[src/hdl/dio_map.vh]
`ifndef DIO_MAP_VH
`define DIO_MAP_VH
// Register offsets (byte addresses)
`define DIO_OFF_PORT_FIRST 6'h00
`define DIO_OFF_PORT_SECOND 6'h01
`define DIO_OFF_PORT_THIRD 6'h02
`define DIO_OFF_DIR_CFG 6'h03
`define DIO_OFF_IRQ_CTL 6'h20
`define DIO_OFF_CARD_ID 6'h24
// Direction register fields
`define DIO_DIR_LOW_NIB 0
`define DIO_DIR_SECOND 1
`define DIO_DIR_HIGH_NIB 3
`define DIO_DIR_FIRST 4
`define DIO_DIR_SRC 7
// Direction switch bank positions (index 0 is position 1)
`define DIO_SWB_SRC 0
`define DIO_SWB_FIRST 2
`define DIO_SWB_LOW_NIB 3
`define DIO_SWB_SECOND 4
`define DIO_SWB_HIGH_NIB 5
// Interrupt register fields
`define DIO_IRQ_SEL_LO 0
`define DIO_IRQ_SEL_HI 1
`define DIO_IRQ_EDGE 2
`define DIO_IRQ_FLAG 3
// Source select codes
`define DIO_SRC_OFF 2'h0
`define DIO_SRC_LINE0 2'h1
`define DIO_SRC_BOTH 2'h2
// Reset values: all ports input, data zero, irq disabled
`define DIO_DIR_RESET 4'hf
`define DIO_DATA_RESET 8'h00
`define DIO_IRQ_RESET 2'h0
`endif

[src/hdl/dio_port.v]
`timescale 1ns/10ps
// Behaviour
// - Two byte ports, third split into nibbles
// - Line n maps data bit n, offsets 0-2
// - Offset 3 sets directions, 0 output
// - Bit 7 reads configuration source
// - Hardware source reads switch positions back
// - Switch-forced outputs ignore software direction
// - Output drives once direction write lands
// - Output port read returns driven value
// - Reset direction from switches, software, jumper
// - Retention jumper keeps port state over warm reset
// - Offset 32 control on write, status read
// - Bits 1:0 select interrupt source lines
// - Bit 2 picks rising or falling edge
// - Bit 3 reads pending interrupt flag
// - Writing one clears flag, zero ignored
// - No new interrupt while flag set
// - Offset 36 reads four-bit card identifier
`include "dio_map.vh"
module dio_port
(
  // Clock and reset
  input wire core_clk,
  input wire srst,
  // Host register port
  input wire [5:0] reg_addr,
  input wire [7:0] reg_wdata,
  input wire reg_wr,
  input wire reg_rd,
  output reg [7:0] reg_rdata,
  // Host interrupt request
  output reg irq_req,
  // Field lines, output enable active low
  input wire [7:0] first_byte_port_in,
  output reg [7:0] first_byte_port_out,
  output reg [7:0] first_byte_port_oe_n,
  input wire [7:0] second_byte_port_in,
  output reg [7:0] second_byte_port_out,
  output reg [7:0] second_byte_port_oe_n,
  input wire [7:0] third_byte_port_in,
  output reg [7:0] third_byte_port_out,
  output reg [7:0] third_byte_port_oe_n,
  // Board switches and jumper
  input wire [3:0] card_ident_switch_bank,
  input wire [5:0] direction_switch_bank,
  input wire hot_reset_retain_jumper,
  input wire power_on_rst
);
  // Direction bits: 1 input; order first, second, low nibble, high nibble
  reg [3:0] sw_dir;
  reg [7:0] data_first;
  reg [7:0] data_second;
  reg [7:0] data_third;
  reg [1:0] irq_source_sel;
  reg irq_edge_rise;
  reg irq_flag;
  reg warm;
  // Synchronisers for pins and switches
  reg [7:0] first_s1;
  reg [7:0] first_s2;
  reg [7:0] second_s1;
  reg [7:0] second_s2;
  reg [7:0] third_s1;
  reg [7:0] third_s2;
  reg [3:0] id_s1;
  reg [3:0] id_s2;
  reg [5:0] dsw_s1;
  reg [5:0] dsw_s2;
  reg [1:0] ctl_s1;
  reg [1:0] ctl_s2;
  wire config_source_indicator;
  wire [3:0] hw_dir;
  wire [3:0] eff_dir;
  wire edge_zero;
  wire edge_four;
  wire irq_event;
  wire flag_clear;
  wire retain;
  reg [7:0] next_rdata;

  // Merge input pins with driven outputs, per bit group
  function [7:0] dio_mix;
    input [7:0] pins;
    input [7:0] drv;
    input lo_in;
    input hi_in;
    begin
      dio_mix = {hi_in ? pins[7:4] : drv[7:4], lo_in ? pins[3:0] : drv[3:0]};
    end
  endfunction

  always @(posedge core_clk)
  begin
    first_s1 <= first_byte_port_in;
    first_s2 <= first_s1;
    second_s1 <= second_byte_port_in;
    second_s2 <= second_s1;
    third_s1 <= third_byte_port_in;
    third_s2 <= third_s1;
    id_s1 <= card_ident_switch_bank;
    id_s2 <= id_s1;
    dsw_s1 <= direction_switch_bank;
    dsw_s2 <= dsw_s1;
    ctl_s1 <= {power_on_rst, hot_reset_retain_jumper};
    ctl_s2 <= ctl_s1;
  end

  // Switch on means input; position 1 selects hardware source
  assign config_source_indicator = dsw_s2[`DIO_SWB_SRC];
  assign hw_dir = {dsw_s2[`DIO_SWB_HIGH_NIB], dsw_s2[`DIO_SWB_LOW_NIB],
                   dsw_s2[`DIO_SWB_SECOND], dsw_s2[`DIO_SWB_FIRST]};
  // In hardware mode a switch at output wins over software
  assign eff_dir = config_source_indicator ? (hw_dir & sw_dir) : sw_dir;

  // Retention only after a warm reset, never from power-up
  assign retain = ctl_s2[0] & warm & ~ctl_s2[1];

  dio_edge_detect u_edge_zero
  (
    .core_clk(core_clk),
    .srst(srst),
    .line_in(third_byte_port_in[0]),
    .rising_sel(irq_edge_rise),
    .edge_pulse(edge_zero)
  );

  dio_edge_detect u_edge_four
  (
    .core_clk(core_clk),
    .srst(srst),
    .line_in(third_byte_port_in[4]),
    .rising_sel(irq_edge_rise),
    .edge_pulse(edge_four)
  );

  assign irq_event = (irq_source_sel == `DIO_SRC_LINE0) ? edge_zero :
                     (irq_source_sel == `DIO_SRC_BOTH) ? (edge_zero | edge_four) :
                     1'b0;
  assign flag_clear = reg_wr && (reg_addr == `DIO_OFF_IRQ_CTL) &&
                      reg_wdata[`DIO_IRQ_FLAG];

  always @(posedge core_clk)
  begin
    if (srst)
    begin
      warm <= 1'b1;
      irq_source_sel <= `DIO_IRQ_RESET;
      irq_edge_rise <= 1'b0;
      irq_flag <= 1'b0;
      if (!retain)
      begin
        // Defaults are all inputs so nothing drives until told to
        sw_dir <= `DIO_DIR_RESET;
        data_first <= `DIO_DATA_RESET;
        data_second <= `DIO_DATA_RESET;
        data_third <= `DIO_DATA_RESET;
      end
    end
    else
    begin
      if (ctl_s2[1])
        warm <= 1'b0;
      else if (!warm)
        warm <= 1'b1;
      if (reg_wr)
      begin
        if (reg_addr == `DIO_OFF_PORT_FIRST)
          data_first <= reg_wdata;
        else if (reg_addr == `DIO_OFF_PORT_SECOND)
          data_second <= reg_wdata;
        else if (reg_addr == `DIO_OFF_PORT_THIRD)
          data_third <= reg_wdata;
        else if (reg_addr == `DIO_OFF_DIR_CFG)
          sw_dir <= {reg_wdata[`DIO_DIR_HIGH_NIB], reg_wdata[`DIO_DIR_LOW_NIB],
                     reg_wdata[`DIO_DIR_SECOND], reg_wdata[`DIO_DIR_FIRST]};
        else if (reg_addr == `DIO_OFF_IRQ_CTL)
        begin
          irq_source_sel <= reg_wdata[`DIO_IRQ_SEL_HI:`DIO_IRQ_SEL_LO];
          irq_edge_rise <= reg_wdata[`DIO_IRQ_EDGE];
        end
      end
      // Set wins over a clear in the same cycle; set flag blocks new ones
      if (irq_event && !irq_flag)
        irq_flag <= 1'b1;
      else if (flag_clear)
        irq_flag <= 1'b0;
    end
  end

  // Pins driven a cycle after the direction write lands
  always @(posedge core_clk)
  begin
    if (srst && !retain)
    begin
      first_byte_port_out <= `DIO_DATA_RESET;
      second_byte_port_out <= `DIO_DATA_RESET;
      third_byte_port_out <= `DIO_DATA_RESET;
      first_byte_port_oe_n <= 8'hff;
      second_byte_port_oe_n <= 8'hff;
      third_byte_port_oe_n <= 8'hff;
      irq_req <= 1'b0;
    end
    else
    begin
      first_byte_port_out <= data_first;
      second_byte_port_out <= data_second;
      third_byte_port_out <= data_third;
      first_byte_port_oe_n <= {8{eff_dir[0]}};
      second_byte_port_oe_n <= {8{eff_dir[1]}};
      third_byte_port_oe_n <= {{4{eff_dir[3]}}, {4{eff_dir[2]}}};
      irq_req <= srst ? 1'b0 : (irq_flag && (irq_source_sel != `DIO_SRC_OFF));
    end
  end

  always @*
  begin
    next_rdata = 8'h00;
    if (reg_addr == `DIO_OFF_PORT_FIRST)
      next_rdata = dio_mix(first_s2, data_first, eff_dir[0], eff_dir[0]);
    else if (reg_addr == `DIO_OFF_PORT_SECOND)
      next_rdata = dio_mix(second_s2, data_second, eff_dir[1], eff_dir[1]);
    else if (reg_addr == `DIO_OFF_PORT_THIRD)
      next_rdata = dio_mix(third_s2, data_third, eff_dir[2], eff_dir[3]);
    else if (reg_addr == `DIO_OFF_DIR_CFG)
    begin
      next_rdata[`DIO_DIR_SRC] = config_source_indicator;
      // Hardware mode reports switch positions, software mode the register
      next_rdata[`DIO_DIR_FIRST] = config_source_indicator ? hw_dir[0] : sw_dir[0];
      next_rdata[`DIO_DIR_SECOND] = config_source_indicator ? hw_dir[1] : sw_dir[1];
      // Hardware readback: bit 3 shows position 4, bit 0 position 6
      next_rdata[`DIO_DIR_LOW_NIB] = config_source_indicator ? hw_dir[3] : sw_dir[2];
      next_rdata[`DIO_DIR_HIGH_NIB] = config_source_indicator ? hw_dir[2] : sw_dir[3];
    end
    else if (reg_addr == `DIO_OFF_IRQ_CTL)
      next_rdata = {4'h0, irq_flag, irq_edge_rise, irq_source_sel};
    else if (reg_addr == `DIO_OFF_CARD_ID)
      next_rdata = {4'h0, id_s2};
  end

  always @(posedge core_clk)
  begin
    if (srst)
      reg_rdata <= 8'h00;
    else if (reg_rd)
      reg_rdata <= next_rdata;
  end
endmodule // dio_port

[src/hdl/dio_edge_detect.v]
`timescale 1ns/10ps
// Two-flop synchroniser plus one stage for edge detection
module dio_edge_detect
(
  // Clock and reset
  input wire core_clk,
  input wire srst,
  // Line and edge select
  input wire line_in,
  input wire rising_sel,
  // Detected edge pulse
  output wire edge_pulse
);
  reg sync_a;
  reg sync_b;
  reg last;

  always @(posedge core_clk)
  begin
    if (srst)
    begin
      sync_a <= 1'b0;
      sync_b <= 1'b0;
      last <= 1'b0;
    end
    else
    begin
      sync_a <= line_in;
      sync_b <= sync_a;
      last <= sync_b;
    end
  end

  // One pulse per qualifying transition
  assign edge_pulse = rising_sel ? (sync_b & ~last) : (~sync_b & last);
endmodule // dio_edge_detect

[config.mk]
export PLATFORM = sky130hd
export DESIGN_NAME = dio_port
export DESIGN_NICKNAME = d
export VERILOG_FILES = /design/src/hdl/dio_port.v /design/src/hdl/dio_edge_detect.v
export VERILOG_INCLUDE_DIRS = /design/src /design/src/hdl
export SDC_FILE = /design/constraint.sdc
export NUM_CORES = 1
export LEC_CHECK = 0
export BUFFER_PORTS_ARGS = -buffer_cell sky130_fd_sc_hd__buf_2
export CAP_MARGIN = 5
export CORE_ASPECT_RATIO = 0.5
export CORE_MARGIN = 1
export CORE_UTILIZATION = 28
export DETAILED_ROUTE_END_ITERATION = 8
export GPL_ROUTABILITY_DRIVEN = 0
export PLACE_DENSITY = 0.57
export SYNTH_ARGS = -nofsm -noshare
export SYNTH_HDL_FRONTEND = slang
export SYNTH_HIERARCHICAL = 1
export SYNTH_SLANG_ARGS = --single-unit
[constraint.sdc]
create_clock -name core_clk -period 2 [get_ports core_clk]
set_input_delay 0 -clock core_clk [delete_from_list [all_inputs] [get_ports core_clk]]
set_output_delay 0 -clock core_clk [all_outputs]
set_load 0.02 [all_outputs]
Word-level counts from Yosys, hierarchy flattened:

Index checks and enable logic that the tools add are counted.

* equality and inequality tests: 11
* multiplexer cells: 48
* bitwise logic cells: 17
* reductions and logical operators: 21

Operator list (number)
* 2-to-1 mux 8 bit: 17
* 2-to-1 mux 4 bit: 15
* nonzero test 2 bit: 7
* 2-to-1 mux 1 bit: 13
* equality test 6 x 2 -> 1 bit, second input constant: 2
* equality test 6 bit, second input constant: 2
* AND reduction 6 bit: 2
* NOT 1 bit: 9
* inequality test 2 bit, second input constant: 4
* bitwise AND 1 bit: 6
* equality test 6 x 1 -> 1 bit, second input constant: 1
* logical NOT 6 bit: 1
* 2-to-1 mux 2 bit: 3
* logical AND 1 bit: 5
* AND reduction 5 bit: 1
* bitwise AND 4 bit: 1
* AND reduction 4 bit: 1
* AND reduction 3 bit: 1
* equality test 2 x 1 -> 1 bit, second input constant: 1
* equality test 2 bit, second input constant: 1
* logical NOT 1 bit: 2
* OR reduction 2 bit: 1
* bitwise OR 1 bit: 1

* register bits after elaboration: 151
* bits of input ports: 54
* output and inout bits: 57
* logic and storage cells: 131

Logic depth before layout (Yosys ltp):

Gate-level depths: netlist of the first run.

* depth in word-level cells: 8
* gate-level depth with buffers: 7
* depth with buffers taken out: 6

Modules after synthesis:

The synthesis of the first run kept the hierarchy.

Modules (own cells, without submodules)
* dio_port: times used 1, cells an instance 336, area an instance 4390.5 µm², seq. area each 3083.0 µm²
* dio_edge_detect: times used 2, cells an instance 9, area an instance 101.3 µm², seq. area each 60.1 µm²

Worst setup path after synthesis of the first run:

OpenSTA, ideal clock, no wires.

* path kind: input to register
* start point: input port reg_addr[2]
* end point: register data_third[0] (enable)
* library setup time: 375 ps
* data arrival time: 1448 ps
* required time: 1625 ps
* path slack: 177 ps
* stages on the path: 5
* path buffers: 1
* cells stage by stage: buf_6 -> nor4_4 -> nand2_2 -> or3_2 -> a21oi_1

* longest elaborated chain between the ends: 3
* elaborated cells on any way between the ends: 7
* classes of those cells: 4 x eq/ne; 3 x reduce/logical

RTL lines
* from (decl): RTL line dio_port.v:27 `input wire [5:0] reg_addr,`
* equality test 6 x 1 -> 1 bit (no line) (tied with other cells)
* inequality test 2 bit (no line) or nonzero test 2 bit (tied branches)
* AND reduction 5 bit (no line) (*)
* to (signal assigned): RTL line dio_port.v:157 `` data_third <= `DIO_DATA_RESET; ``
* to (signal assigned): RTL line dio_port.v:173 `data_third <= reg_wdata;`
* to (decl): RTL line dio_port.v:54 `reg [7:0] data_third;`

Every way passes the cells marked *; elsewhere a longest branch is shown, timed or not.
A chain may end at the register's enable or synchronous reset.

Worst setup path after layout of the first run:

* start point: register dsw_s2[0]
* end point: register reg_rdata[3]

* longest elaborated chain between the ends: 5
* elaborated cells on any way between the ends: 9
* classes of those cells: 9 x mux

RTL lines
* from (decl): RTL line dio_port.v:69 `reg [5:0] dsw_s2;`
* from (signal assigned): RTL line dio_port.v:104 `dsw_s2 <= dsw_s1;`
* 2-to-1 mux 1 bit or 2-to-1 mux 4 bit (tied branches): RTL line dio_port.v:233, dio_port.v:114
* 2-to-1 mux 2 bit or 2-to-1 mux 4 bit (tied branches): RTL line dio_port.v:225, dio_port.v:89
* 2-to-1 mux 8 bit: RTL line dio_port.v:223 `` else if (reg_addr == `DIO_OFF_PORT_THIRD) ``
* 2-to-1 mux 8 bit: RTL line dio_port.v:221 `` else if (reg_addr == `DIO_OFF_PORT_SECOND) ``
* 2-to-1 mux 8 bit (*): RTL line dio_port.v:219 `` if (reg_addr == `DIO_OFF_PORT_FIRST) ``
* to (signal assigned): RTL line dio_port.v:246 `reg_rdata <= next_rdata;`
* to (decl): RTL line dio_port.v:31 `output reg [7:0] reg_rdata,`

Marked as above.

==> results of run 1 <==
critical path, cell delays in order, from the launching register on:
cell and delay, ns:
dfxtp_1 0.48, nand2b_1 0.12, nand2_1 0.24, mux2_2 0.37, o22ai_1 0.24, a211oi_1 0.12
where the power goes:
part / total (mW) / internal (mW) / switching [mW]
Sequential: 3.23 / 3.17 / 0.0611
Combinational: 0.540 / 0.247 / 0.292
Clock: 3.20 / 1.99 / 1.20
Total: 6.96 / 5.41 / 1.56
cells by family after synthesis:
family,count (synthesis),synth area share (%)
mux,32,7.08
compound gates,42,6.65
simple gates,98,11.5
flops,146,69.7
buf+inv,36,4.98
through the flow:
stage / setup WS [ns] / power [mW] / instances / util (%) / cell area (sq um)
finish: 0.307 / 6.96 / 739 / 40.4 / 6340
detailed placement: 0.246 / 3.77 / 664 / 33.8 / 5300
global placement: 0.260 / 3.77 / 664 / 33.8 / 5300
CTS: 0.327 / 7.04 / 739 / 40.4 / 6340
global route: 0.217 / 7.23 / 739 / 40.4 / 6340
floorplan: 0.177 / 3.59 / 354 / - / 4590
cell type report:
class	instances	share of cell area, %
sequential	146	50.5
multi-input combinational	172	18.4
timing repair buffer	166	17.1
clock buffer	22	7.68
tap	221	4.36
clock inverter	10	1.89
inverter	2	0.118
worst min path at each step:
stage / start / to / depth (start not counted)
after floorplan: hot_reset_retain_jumper / ctl_s1[0]$_DFF_P_ / 0
after global placement: third_byte_port_in[7] / third_s1[7]$_DFF_P_ / 1
after detailed placement: second_byte_port_in[0] / second_s1[0]$_DFF_P_ / 1
after CTS: reg_wdata[6] / data_first[6]$_DFFE_PP_ / 2
after global routing: reg_wdata[6] / data_first[6]$_DFFE_PP_ / 2
final: reg_wdata[6] / data_first[6]$_DFFE_PP_ / 2
placed cells by master, fill, tap and decap left out, drive strengths merged, types with 2 or more instances in the layout:
cell type    Yosys  routed
clkinv           0       5
and2            24      24
inv              2       5
nand2b           7       7
mux2             4       4
edfxtp          28      28
nor2            25      25
o21ai            9       9
o21a             4       4
nor2b           14      14
clkbuf           9      22
o22ai            8       8
o221a            5       5
bufinv           0       2
a21oi            6       6
a211oi           6       6
dfxtp          118     118
mux2i           28      28
nand2           16      16
buf             25     123
nor4             2       2
or2              5       5
dlygate4sd3      0      43
metal layers:
| layer | vias up | GRT usage, % |
|---|---|---|
| li1 | 1494 | - |
| met1 | 1415 | 15.7 |
| met2 | 81 | 19.3 |
| met3 | 14 | 3.81 |
| met4 | 0 | 6.25 |
| met5 | - | 0 |
sequential cells by signal, indices dropped and copies added, names as in the netlist, 8 cells and up:
| register | flops |
|---|---|
| third_s1 | 8 |
| data_second | 8 |
| second_s1 | 8 |
| data_first | 8 |
| third_s2 | 8 |
| third_byte_port_out | 8 |
| first_byte_port_out | 8 |
| reg_rdata | 8 |
| data_third | 8 |
| second_s2 | 8 |
| second_byte_port_out | 8 |
| first_s1 | 8 |
| first_s2 | 8 |
==> metrics, run 1 <==
status finished clean; worst slew pin tran 0.599 ns; storage element area ~3200 sq um; Routed WL ~10 mm; Max Clock Freq around 0.59 GHz; CTS tree built; worst hold path type in -> reg; number of routed nets with antenna violations 0; most numerous cell in the Yosys netlist dfxtp_1; Final min period ~1.7 ns; Clock Tree Buf Depth 2; die width around 180 um; count of final setup violators 0; Crit Reg-Reg Endpoint reg_rdata[3]$_SDFFE_PP0P_; leak pwr between 2 and 3 nW; first-pass GRT wire length about 15 mm; critical path data arrival time roughly 2.0 ns; Core ar. between 15000 and 20000 sq um; synthesis-stage register bit count about 150; total grt overflow 0; DP HPWL 7.09 mm; layout cell share with drive strength beyond 1 between 30% and 40%; worst-path maximum fanout 9; CP startpoint kind register; Multi-input gate area 1160 sq um; NumNets Final roughly 560; via count about 3000; # resized after CTS 0; number of fill cells about 1500; Layout Skew about 0.0085 ns; synth top area cells dfxtp_1 (51%), edfxtp_1 (18%), mux2i_1 (6.1%); r2r worst-path depth 5; Mapped Nets 408; synth unique cells 37; Post-Route M1 WL 4.61 mm; Root Driver clkbuf_16; kind of critical path reg -> reg; Most used DFF post-synth dfxtp_1; FFs w/ async S/R, synth 0%; Max Cap Viol 0; Iteration-0 DRC Markers just over 200; site row count 32; yosys warns 6; final hold violations 0; met3 routed WL 563 um; antenna violations before repair 0; Post-Syn Area roughly 4600 sq um; drt pass-1 iters 4; GRT Overall Usage around an eighth; H-Tree Depth 4; Setup crit start dsw_s2[0]$_DFF_P_; Crit. End Element register; worst skew pair latency about 0.42 ns; register area share after synthesis 69.7%; clock sink total between 100 and 150; DR vias/cell 4.06; routed length on met2 about 4.8 mm; Cell Pwr Density between 1000 and 1500 nW/um^2; Syn Area/Cell 13.0 sq um; WP data required roughly 2.3 ns; Pins Over Slew Limit 0; Post-CTS Hold Buffers 43; fin crit share between 80% and 90%; worst vdd ir between 0.0005 and 0.0006 V; Starting Density 29.3%; Residual DRC 0; Setup TNS Final 0 ns; vias in the first global route roughly 2900; WL/cell between 10 and 15 um; diode count 0; R2R setup slack 0.31 ns; crit path capture reg_rdata[3]$_SDFFE_PP0P_; largest area contributor in the netlist dfxtp_1; max_slew headroom about three fifths; EDFF count, synth 28; Num CTS Buffers 17; RSZ-0062 raised after global routing false; worst flop-to-flop path startpoint dsw_s2[0]$_DFF_P_; Syn Inst Count 354; Chip Height between 90 and 100 um; Highest Signal Layer met4; largest net degree at the start of global routing 17; area delta synth->final 38.0%; die area roughly 17000 sq um; most common library cells after synthesis dfxtp_1 (118), edfxtp_1 (28), mux2i_1 (28); IO Pins 111; Buffers on Ports about 110; WHS roughly 0.022 ns; number of setup buffers added after CTS 0; top-area cell type share of the netlist area between 50% and 60%; clock-pin slew on the worst setup and hold paths ~0.06 ns
(Power assumes the default switching activity.)
==> inputs of run 2 (changes only) <==
ABC_AREA = 1   (was unset)
PLACE_DENSITY = 0.59   (was 0.57)
clock period = 1.55 ns   (was 2 ns; I/O delays follow)
==> metrics, run 2 <==
clock-pin slew on the worst setup and hold paths roughly 0.06 ns; DR vias/cell roughly 4.1; worst vdd ir 0.000624 V; total grt overflow 0; Mapped Nets 540; Buffers on Ports roughly 110; final hold violations 0; Root Driver clkbuf_16; Place WS -0.0271 ns; register area share after synthesis between 60% and 70%; first-pass GRT wire length roughly 17 mm; Starting Density between 20 and 30%; Post-Layout Cell Count slightly below 900; top-area cell type share of the netlist area between 40% and 50%; Setup TNS Final 0 ns; diode count 0; worst hold path type in -> reg; yosys warns 6; Residual DRC 0; FFs w/ async S/R, synth 0%; number of routed nets with antenna violations 0; cell area after layout 6540 sq um; largest net degree at the start of global routing 18; status finished clean; WL/cell about 13 um; DP HPWL ~8 mm; fin crit share 88.8%; Core ar. ~17000 sq um; Placed Cells 805; die area about 18000 sq um; H-Tree Depth 4; max_slew headroom between 70% and 80%; kind of critical path reg -> reg; site row count 33; Final min period 1.38 ns; commonest non-fill, non-tap cell in the layout dfxtp_1; RSZ-0062 raised after global routing false; clock sink total 146; most numerous cell in the Yosys netlist dfxtp_1; Crit Reg-Reg Endpoint reg_rdata[1]$_SDFFE_PP0P_; die width 187 um; launch point of the worst hold path reg_rd; EDFF count, synth 28; final worst slack between 0.15 and 0.2 ns; worst skew pair latency ~0.42 ns; GRT Overall Usage roughly an eighth; critical path data arrival time 1.69 ns; Chip Height 94.7 um; Iteration-0 DRC Markers between 200 and 250; Num CTS Buffers 17; area delta synth->final 36.1%; drt pass-1 iters 4; Syn Area/Cell 9.90 sq um; Max Cap Viol 0; worst-path maximum fanout 11; synth unique cells 27; placed inst area about 5500 sq um; r2r worst-path depth 8; Syn Inst Count roughly 490; Cell Pwr Density about 1300 nW/um^2; layout cell share with drive strength beyond 1 24.9%; R2R setup slack 0.17 ns; Pins Over Slew Limit 0; Clock Tree Buf Depth 2; CTS tree built; largest area contributor in the netlist dfxtp_1; most common library cells after synthesis dfxtp_1 (118), nand2_1 (72), inv_1 (71); CP startpoint kind register; IO Pins ~110; number of setup buffers added after CTS 0; Power Total between 8 and 9 mW; hold worst-path end reg_rdata[7]$_SDFFE_PP0P_; Crit. End Element register; Layout Skew 0.0117 ns; synthesis-stage register bit count ~150; leak pwr between 3 and 4 nW; Min-Delay Path Depth 4; Core Util, Final around 40%; vias in the first global route around 3500; Post-Syn Area slightly below 5000 sq um; Most used DFF post-synth dfxtp_1; count of final setup violators 0; WHS approximately 0.021 ns; synth top area cells dfxtp_1 (49%), edfxtp_1 (17%), nand2_1 (5.6%); most frequent cells in the layout dfxtp_1 (117), buf_2 (109), nand2_1 (72), inv_1 (71), nor2_1 (70); via count between 3000 and 4000; Max Clock Freq 0.726 GHz; NumNets Final approximately 700; worst slew pin tran ~0.36 ns; WP data required 1.86 ns; number of fill cells between 1500 and 2000; Routed WL roughly 11 mm; antenna violations before repair 0; worst flop-to-flop path startpoint dsw_s2[0]$_DFF_P_
run 2: changes by cell type after synthesis, sizes merged, moves of 7 or more:
cell    delta
a21oi     +10
and2      -24
inv       +72
mux2i     -28
nand2     +59
nand2b     -7
nand3     +32
nor2      +49
nor2b     -14
o211ai     +7
o21ai     +13
o22ai      -7
run 2: logic make-up (layout without fill, tap and decap cells):
family,Yosys count,after routing,share of synthesized area [%]
compound gates,49,49,6.17
buf+inv,104,272,10.2
flops,146,146,66.6
simple gates,187,187,17.0
run 2: worst max-delay path by stage:
stage,start,endpoint,slack [ns],cells after the start
floorplan,ctl_s2[1]$_DFF_P_,data_third[0]$_DFFE_PP_,0.09,4
global placement,dsw_s2[0]$_DFF_P_,reg_rdata[2]$_SDFFE_PP0P_,0.02,9
detailed placement,dsw_s2[0]$_DFF_P_,reg_rdata[2]$_SDFFE_PP0P_,-0.03,9
CTS,dsw_s2[0]$_DFF_P_,reg_rdata[2]$_SDFFE_PP0P_,0.15,9
global route,dsw_s2[0]$_DFF_P_,reg_rdata[2]$_SDFFE_PP0P_,0.03,8
finish,dsw_s2[0]$_DFF_P_,reg_rdata[1]$_SDFFE_PP0P_,0.17,8
run 2: layer usage:
metal,routed length [um],vias up,track usage [%]
li1,-,1818,-
met1,5100,1645,15.8
met2,5120,98,21.3
met3,540,20,4.46
met4,264,0,6.49
met5,0,-,0
run 2: cell type report:
cell class / instances / area (sq um) / area share [%]
Multi-Input combinational cell: 236 / 1110 / 17.0
Clock inverter: 11 / 100 / 1.53
Clock buffer: 21 / 462 / 7.06
Tap cell: 227 / 284 / 4.34
Sequential cell: 146 / 3210 / 49.0
Timing Repair Buffer: 166 / 1100 / 16.7
Inverter: 74 / 280 / 4.28
run 2: power by group:
group | total, mW | switching [mW] | internal [mW] | leakage, nW
Combinational | 0.739 | 0.443 | 0.295 | 1.56
Sequential | 4.18 | 0.0867 | 4.09 | 1.26
Clock | 3.88 | 1.56 | 2.31 | 0.281
run 2: timing repair:
| action | CTS | global route |
|---|---|---|
| gates resized for setup | 1 | 1 |
| hold buffers | 44 | 0 |
| endpoints found under the hold margin | 59 | 0 |
| setup endpoints to repair | 2 | 1 |
run 2: worst max-delay path, stage by stage (launching register included):
cell and delay, ns:
dfxtp_4 0.39, nand2_4 0.08, nand2_1 0.22, nand2_1 0.14
nand2_1 0.06, a21oi_1 0.17, nand3_1 0.11, nand2_1 0.07
inv_1 0.03
